--- config.mk ---
export PLATFORM = sky130hd
export DESIGN_NAME = switch_boot_status_and_sbr_delay
export DESIGN_NICKNAME = d
export VERILOG_FILES = /design/src/sw_cfg_pkg.sv /design/src/us_tick_gen.sv /design/src/switch_boot_status_and_sbr_delay.sv
export SDC_FILE = /design/constraint.sdc
export NUM_CORES = 1
export LEC_CHECK = 0
export ABC_AREA = 0
export BUFFER_PORTS_ARGS = -buffer_cell sky130_fd_sc_hd__buf_4
export CAP_MARGIN = 20
export CORE_AREA = 2 2 88 90
export CTS_BUF_LIST = sky130_fd_sc_hd__clkbuf_4
export DETAILED_ROUTE_END_ITERATION = 16
export DIE_AREA = 0 0 90 92
export MAX_ROUTING_LAYER = met4
export PLACE_DENSITY = 0.85
export SLEW_MARGIN = 0
export SYNTH_ARGS = -nofsm -noshare
export SYNTH_HDL_FRONTEND = slang
export SYNTH_SLANG_ARGS = --single-unit
--- constraint.sdc ---
create_clock -name i_clk -period 5.9 [get_ports i_clk]
set_input_delay 1.18 -clock i_clk [delete_from_list [all_inputs] [get_ports i_clk]]
set_output_delay 1.18 -clock i_clk [all_outputs]
set_load 0.005 [all_outputs]
--- src/sw_cfg_pkg.sv ---
// Package of offsets, fields, resets and timing for switch config and status
package sw_cfg_pkg;
    localparam logic [11:0] BOOT_STRAP_STATUS_OFS   = 12'h004;
    localparam logic [11:0] UPSTREAM_SBR_DELAY_OFS  = 12'h08c;
    localparam logic [11:0] SWITCH_CONTROL_OFS      = 12'h000;
    localparam int          BCAST_MSG_DROP_BIT      = 19;
    localparam logic        BCAST_MSG_DROP_RST      = 1'h0;
    localparam logic [15:0] SBR_DELAY_US_RST        = 16'h0000;
    localparam int          CLK_MHZ                 = 100;
    localparam int          US_NS                   = 1000;
    localparam int          CLK_PERIOD_NS           = 1000 / CLK_MHZ;
    localparam int          TICK_CYCLES             = US_NS / CLK_PERIOD_NS;
    localparam int          SW_MODE_LSB             = 0;
    localparam int          GCLK_BIT                = 4;
    localparam int          SMADDR_LSB              = 12;
    localparam int          HOLD_BIT                = 16;
    localparam int          CLK_MODE_LSB            = 21;
    localparam int          MERGE_LSB               = 24;

    typedef struct packed {
        logic [3:0] switch_mode_strap;
        logic       global_clk_freq_strap;
        logic [3:0] slave_mgmt_addr_strap;
        logic       reset_hold_strap;
        logic [2:0] clock_mode_strap;
        logic       pair67_merge_strap;
        logic       pair45_merge_strap;
        logic       pair23_merge_strap;
        logic       pair01_merge_strap;
    } strap_t;

    typedef struct packed {
        logic        valid;
        logic        upstream;
        logic        vendor_bcast;
    } msg_info_t;
endpackage

--- src/us_tick_gen.sv ---
// One-microsecond enable pulse generator
`timescale 1ns/1ps
module us_tick_gen #(
    parameter int CYCLES = 100
) (
    input  wire logic i_clk,
    input  wire logic i_nrst,
    input  wire logic i_run,
    output logic      o_tick
);
    logic [15:0] cnt;
    wire         wrap = (cnt == 16'(CYCLES - 1));

    always_ff @(posedge i_clk or negedge i_nrst) begin
        if (!i_nrst) begin
            cnt    <= 16'h0000;
            o_tick <= 1'b0;
        end else if (!i_run) begin
            cnt    <= 16'h0000;
            o_tick <= 1'b0;
        end else begin
            cnt    <= wrap ? 16'h0000 : cnt + 16'h0001;
            o_tick <= wrap;
        end
    end
endmodule

--- src/switch_boot_status_and_sbr_delay.sv ---
// Switch boot strap status, broadcast drop control and bus reset delay timer
`timescale 1ns/1ps
module switch_boot_status_and_sbr_delay (
    input  wire logic                  i_clk,
    input  wire logic                  i_nrst,
    input  wire sw_cfg_pkg::strap_t    i_straps,
    input  wire logic                  i_hold_release,
    input  wire logic                  i_cfg_wr,
    input  wire logic                  i_cfg_rd,
    input  wire logic [11:0]           i_cfg_addr,
    input  wire logic [31:0]           i_cfg_wdata,
    input  wire sw_cfg_pkg::msg_info_t i_msg,
    input  wire logic                  i_sbr_trigger,
    output logic [31:0]                o_cfg_rdata,
    output logic                       o_cfg_rvalid,
    output logic                       o_msg_forward,
    output logic                       o_msg_credit_return,
    output logic                       o_msg_error,
    output logic                       o_sbr_start,
    output logic                       o_quasi_reset
);
    // ------------------------------------------------------------
    // Strap capture
    // ------------------------------------------------------------
    sw_cfg_pkg::strap_t straps;
    logic               captured;

    always_ff @(posedge i_clk or negedge i_nrst) begin
        if (!i_nrst) begin
            straps   <= '0;
            captured <= 1'b0;
        end else if (!captured) begin
            straps   <= i_straps;
            captured <= 1'b1;
        end
    end

    // Held, when the reset hold strap is set, until released over the management bus
    logic hold;
    always_ff @(posedge i_clk or negedge i_nrst) begin
        if (!i_nrst) begin
            hold <= 1'b1;
        end else if (!captured) begin
            hold <= i_straps.reset_hold_strap;
        end else if (i_hold_release) begin
            hold <= 1'b0;
        end
    end
    wire quiet = !captured || hold;

    // ------------------------------------------------------------
    // Register access
    // ------------------------------------------------------------
    logic        bcast_msg_drop;
    logic [15:0] sbr_delay_us;

    wire sel_ctl = (i_cfg_addr == sw_cfg_pkg::SWITCH_CONTROL_OFS);
    wire sel_sts = (i_cfg_addr == sw_cfg_pkg::BOOT_STRAP_STATUS_OFS);
    wire sel_dly = (i_cfg_addr == sw_cfg_pkg::UPSTREAM_SBR_DELAY_OFS);

    // Status word, one slice per strap field, reserved slices zero
    wire [31:0] sts_word;
    assign sts_word[sw_cfg_pkg::SW_MODE_LSB +: 4]   = straps.switch_mode_strap;
    assign sts_word[sw_cfg_pkg::GCLK_BIT]           = straps.global_clk_freq_strap;
    assign sts_word[sw_cfg_pkg::GCLK_BIT + 1 +: 7]  = 7'h00;
    assign sts_word[sw_cfg_pkg::SMADDR_LSB +: 4]    = straps.slave_mgmt_addr_strap;
    assign sts_word[sw_cfg_pkg::HOLD_BIT]           = straps.reset_hold_strap;
    assign sts_word[sw_cfg_pkg::HOLD_BIT + 1 +: 4]  = 4'h0;
    assign sts_word[sw_cfg_pkg::CLK_MODE_LSB +: 3]  = straps.clock_mode_strap;
    assign sts_word[sw_cfg_pkg::MERGE_LSB]          = straps.pair01_merge_strap;
    assign sts_word[sw_cfg_pkg::MERGE_LSB + 1]      = straps.pair23_merge_strap;
    assign sts_word[sw_cfg_pkg::MERGE_LSB + 2]      = straps.pair45_merge_strap;
    assign sts_word[sw_cfg_pkg::MERGE_LSB + 3]      = straps.pair67_merge_strap;
    assign sts_word[sw_cfg_pkg::MERGE_LSB + 4 +: 4] = 4'h0;

    wire [31:0] ctl_word = 32'(bcast_msg_drop) << sw_cfg_pkg::BCAST_MSG_DROP_BIT;
    wire [31:0] dly_word = {16'h0000, sbr_delay_us};
    wire [31:0] rd_word  = sel_sts ? sts_word :
                           sel_ctl ? ctl_word :
                           sel_dly ? dly_word : 32'h0000_0000;

    // Writes to the status word or to unmapped offsets fall through
    wire        wr_ctl     = i_cfg_wr && sel_ctl;
    wire        wr_dly     = i_cfg_wr && sel_dly;
    wire [31:0] next_rdata = i_cfg_rd ? rd_word : 32'h0000_0000;

    always_ff @(posedge i_clk or negedge i_nrst) begin
        if (!i_nrst) begin
            bcast_msg_drop <= sw_cfg_pkg::BCAST_MSG_DROP_RST;
        end else if (wr_ctl) begin
            bcast_msg_drop <= i_cfg_wdata[sw_cfg_pkg::BCAST_MSG_DROP_BIT];
        end
    end

    always_ff @(posedge i_clk or negedge i_nrst) begin
        if (!i_nrst) begin
            sbr_delay_us <= sw_cfg_pkg::SBR_DELAY_US_RST;
        end else if (wr_dly) begin
            sbr_delay_us <= i_cfg_wdata[15:0];
        end
    end

    always_ff @(posedge i_clk or negedge i_nrst) begin
        if (!i_nrst) begin
            o_cfg_rdata  <= 32'h0000_0000;
            o_cfg_rvalid <= 1'b0;
        end else begin
            o_cfg_rvalid <= i_cfg_rd;
            o_cfg_rdata  <= next_rdata;
        end
    end

    // ------------------------------------------------------------
    // Broadcast message filter
    // ------------------------------------------------------------
    // Gate on the registered hold so the gate and the hold output agree
    wire drop_msg     = bcast_msg_drop && i_msg.upstream && i_msg.vendor_bcast;
    wire take_msg     = i_msg.valid && !o_quasi_reset;
    wire next_forward = take_msg && !drop_msg;
    wire next_credit  = take_msg && drop_msg;

    always_ff @(posedge i_clk or negedge i_nrst) begin
        if (!i_nrst) begin
            o_msg_forward       <= 1'b0;
            o_msg_credit_return <= 1'b0;
            o_msg_error         <= 1'b0;
        end else begin
            o_msg_forward       <= next_forward;
            o_msg_credit_return <= next_credit;
            o_msg_error         <= 1'b0;
        end
    end

    // ------------------------------------------------------------
    // Secondary bus reset delay
    // ------------------------------------------------------------
    logic [15:0] us_left;
    logic        waiting;
    logic        tick;

    us_tick_gen #(
        .CYCLES (sw_cfg_pkg::TICK_CYCLES)
    ) u_tick (
        .i_clk  (i_clk),
        .i_nrst (i_nrst),
        .i_run  (waiting),
        .o_tick (tick)
    );

    // One pending request at a time; triggers during a countdown are ignored
    wire        trig         = i_sbr_trigger && !o_quasi_reset && !waiting;
    wire        zero_delay   = (sbr_delay_us == 16'h0000);
    wire        step         = waiting && tick;
    wire        last_us      = step && (us_left == 16'h0001);
    wire [15:0] next_us_left = trig ? sbr_delay_us :
                               step ? us_left - 16'h0001 : us_left;
    wire        next_waiting = trig ? !zero_delay : (waiting && !last_us);
    wire        next_start   = trig ? zero_delay : last_us;

    always_ff @(posedge i_clk or negedge i_nrst) begin
        if (!i_nrst) begin
            us_left     <= 16'h0000;
            waiting     <= 1'b0;
            o_sbr_start <= 1'b0;
        end else begin
            us_left     <= next_us_left;
            waiting     <= next_waiting;
            o_sbr_start <= next_start;
        end
    end

    always_ff @(posedge i_clk or negedge i_nrst) begin
        if (!i_nrst) begin
            o_quasi_reset <= 1'b1;
        end else begin
            o_quasi_reset <= quiet;
        end
    end
endmodule

==> metrics.md <==
| Metric | Value |
|---|---|
| Clock latency at the later pin of the worst-skew pair | `0.45 ns` |
| Final Util | `0.680` |
| Netlist cell types | `42` |
| Vias | `3143` |
| Combinational Power Share | `0.083` |
| Setup Crit Path Kind | `in -> reg` |
| Run status | `finished clean` |
| Critical Path Sink Type | `flop` |
| Final Hold Violating Endpoints | `0` |
| Clock Skews | `0.0188 ns` |
| DRT Pass-1 Iters | `5` |
| First-pass GRT wire length | `15.3 mm` |
| Ys Warns | `0` |
| Syn avg cell area | `11.7 µm²` |
| Post-Syn Area | `4220 µm²` |
| Number of setup violations in the final report | `0` |
| Ys flop type | `dfrtp_1` |
| Root buffer cell | `clkbuf_4` |
| Die area | `8280 µm²` |
| Area growth, synth to finish | `20.2%` |
| Clock-pin slew on the worst setup and hold paths | `0.14 ns` |
| Pint | `0.000885 W` |
| Minimum clock period | `2.82 ns` |
| WL per Instance | `16.4 µm` |
| Final wirelength | `9.10 mm` |
| Drc violations | `0` |
| Rows | `32` |
| NetSw | `0.000304 W` |
| Final Cycle Share | `0.478` |
| Largest net degree at the start of global routing | `66` |
| Pwr dens | `235 nW/µm²` |
| Num CTS Buffers | `9` |
| Antenna violations before repair | `0` |
| Synth Register Bits | `100` |
| Worst min path class | `reg -> reg` |
| WP data required | `6.24 ns` |
| Hold buffer count at cts | `0` |
| Clock power share | `0.306` |
| Clock sink total | `100` |
| Largest cells by area after synthesis | `dfrtp_1 58%, mux2_2 8.8%, nor2_1 3.3%` |
| Chip width | `90 µm` |
| H-tree level count | `3` |
| Cell taking the most area after synthesis | `dfrtp_1` |
| Post-synth top area share | `0.582` |
| Final-report max-slew violation count | `0` |
| Port bufs | `84` |
| Drt via density | `5.67` |
| Flop pwr share | `0.612` |
| Grt total ovfl | `0` |
| FFs w/ async S/R, synth | `1.00` |
| Starting DRT DRC Count | `307` |
| Core ar. | `7450 µm²` |
| Switching share of power | `0.256` |
| RePlAce Congestion | `0.827` |
| Leakage power total | `2.41 nW` |
| Worst slew pin tran | `0.878 ns` |
| Max IR drop VDD | `220 µV` |
| Post-Synthesis Cells | `360` |
| Rel. slew slack | `0.413` |
| Top Ports | `108` |
| Sequential fraction of the synthesis area | `0.594` |
| Gr usage total | `0.239` |
| Final nets | `520` |
| DP Wirelength | `6.47 mm` |
| TritonCTS clock tree | `built` |
| Number of flops mapped to enable cells by yosys | `0` |
| Crit path DAT | `3.16 ns` |
| Initial core utilization | `0.566` |
| Crit path max fanout | `17` |
| Final setup TNS | `0 ns` |
| Post-CTS Setup Bufs | `0` |
| Startpoint Class | `input pin` |
| ANT cells | `0` |
| Worst-case clock buffer depth | `2` |
| Fmax | `354 MHz` |
| Vias in the first global route | `3188` |
| Share of cells above drive strength 1 | `0.319` |
| Max Cap Viol | `0` |
| Routed Antenna Nets | `0` |
| Die H | `92 µm` |
| Post-CTS sizing | `0` |
| RSZ-0062 raised after global routing | `false` |
-- synthesized netlist by cell type (5+ instances only) --
library cell  number
nand3_1           23
and3_1            12
nand4_1            8
nor4_1            16
clkbuf_1           9
mux2_2            33
o211ai_1           8
xor2_1             5
dfrtp_1           98
nor2_1            37
a22oi_1           10
nand2_1           25
xnor2_1            9
and2_1             9
buf_4              8
nor3_1             6
-- registers in the layout, indices dropped and copies added (netlist names) --
register	flops
o_msg_credit_return	1
o_cfg_rdata	25
sbr_delay_us	16
o_msg_forward	1
straps	17
captured	1
o_quasi_reset	1
u_tick.o_tick	1
waiting	1
bcast_msg_drop	1
o_cfg_rvalid	1
hold	1
us_left	16
o_sbr_start	1
u_tick.cnt	16
-- worst max-delay path, stage by stage --
cell     delay [ns]
buf_4          0.10
and2_1         0.51
nand4_1        0.80
mux2_2         0.56
-- logic make-up after synthesis --
family,Yosys count,synth area share
and+or+nand+nor,151,0.188
muxes,33,0.0882
other,2,0.00178
AOI/OAI and AO/OA,36,0.0641
DFF,100,0.594
xor gates and xnor gates,14,0.0291
buffers and inverters,21,0.0258
adders and majority gates,3,0.00891
-- final timing paths --
path / from / endpoint / slack, ns / depth (start not counted)
min: straps[7]$_DFFE_PN0N_ / straps[7]$_DFFE_PN0N_ / 0.49 / 2
min reg2reg: straps[7]$_DFFE_PN0N_ / straps[7]$_DFFE_PN0N_ / 0.49 / 2
max: i_cfg_addr[7] / sbr_delay_us[8]$_DFFE_PN0P_ / 3.08 / 4
max reg2reg: waiting$_DFF_PN0_ / us_left[10]$_DFFE_PN0P_ / 3.57 / 4
min in group asynchronous: i_nrst / o_cfg_rdata[5]$_DFF_PN0_ / 0.66 / 1
max in group asynchronous: i_nrst / sbr_delay_us[15]$_DFFE_PN0P_ / 4.10 / 2
-- per-stage QoR --
stage | hold slack [ns] | setup slack, ns | total power, W | area [µm²] | std cells
3_5_place_dp | 0.463 | 2.61 | 0.000838 | 4920 | 538
3_3_place_gp | 0.449 | 2.71 | 0.000832 | 4920 | 538
5_1_grt | 0.510 | 2.94 | 0.00124 | 5060 | 554
2_1_floorplan | 0.438 | 3.23 | 0.000782 | 4240 | 367
6_report | 0.488 | 3.08 | 0.00119 | 5060 | 554
4_1_cts | 0.491 | 3.08 | 0.00119 | 5060 | 554
-- power by group through the flow --
stage                     Clock [W]  Combinational, W  Sequential [W]
after floorplan                   0         0.0000540        0.000728
after global placement            0         0.0000945        0.000738
after detailed placement          0         0.0000984        0.000740
after CTS                  0.000364         0.0000991        0.000727
after global routing       0.000400          0.000109        0.000731
final                      0.000364         0.0000981        0.000727
-- layout make-up --
type,instances,area (µm²)
clock inverters,7,76.3
inverters,4,15.0
fillers,543,2380
clock buffers,9,67.6
repair buffers,86,646
multi-input cells,246,1630
well taps,102,128
flip-flops and latches,100,2500
-- cells in the final DEF (no fill, tap or decap), types with 10 or more instances in the layout --
cell type   n
nor4_1     16
dfrtp_1    98
and3_1     12
buf_4      86
nor2_1     37
mux2_2     33
nand3_1    23
nand2_1    25
a22oi_1    10
-- layer usage --
metal / routed length, µm / track usage
met1: 3900 / 0.312
met3: 369 / 0.0353
met5: 0 / -
met4: 214 / 0.0949
met2: 4620 / 0.383
Note: power is estimated with default switching activity, not from simulation.
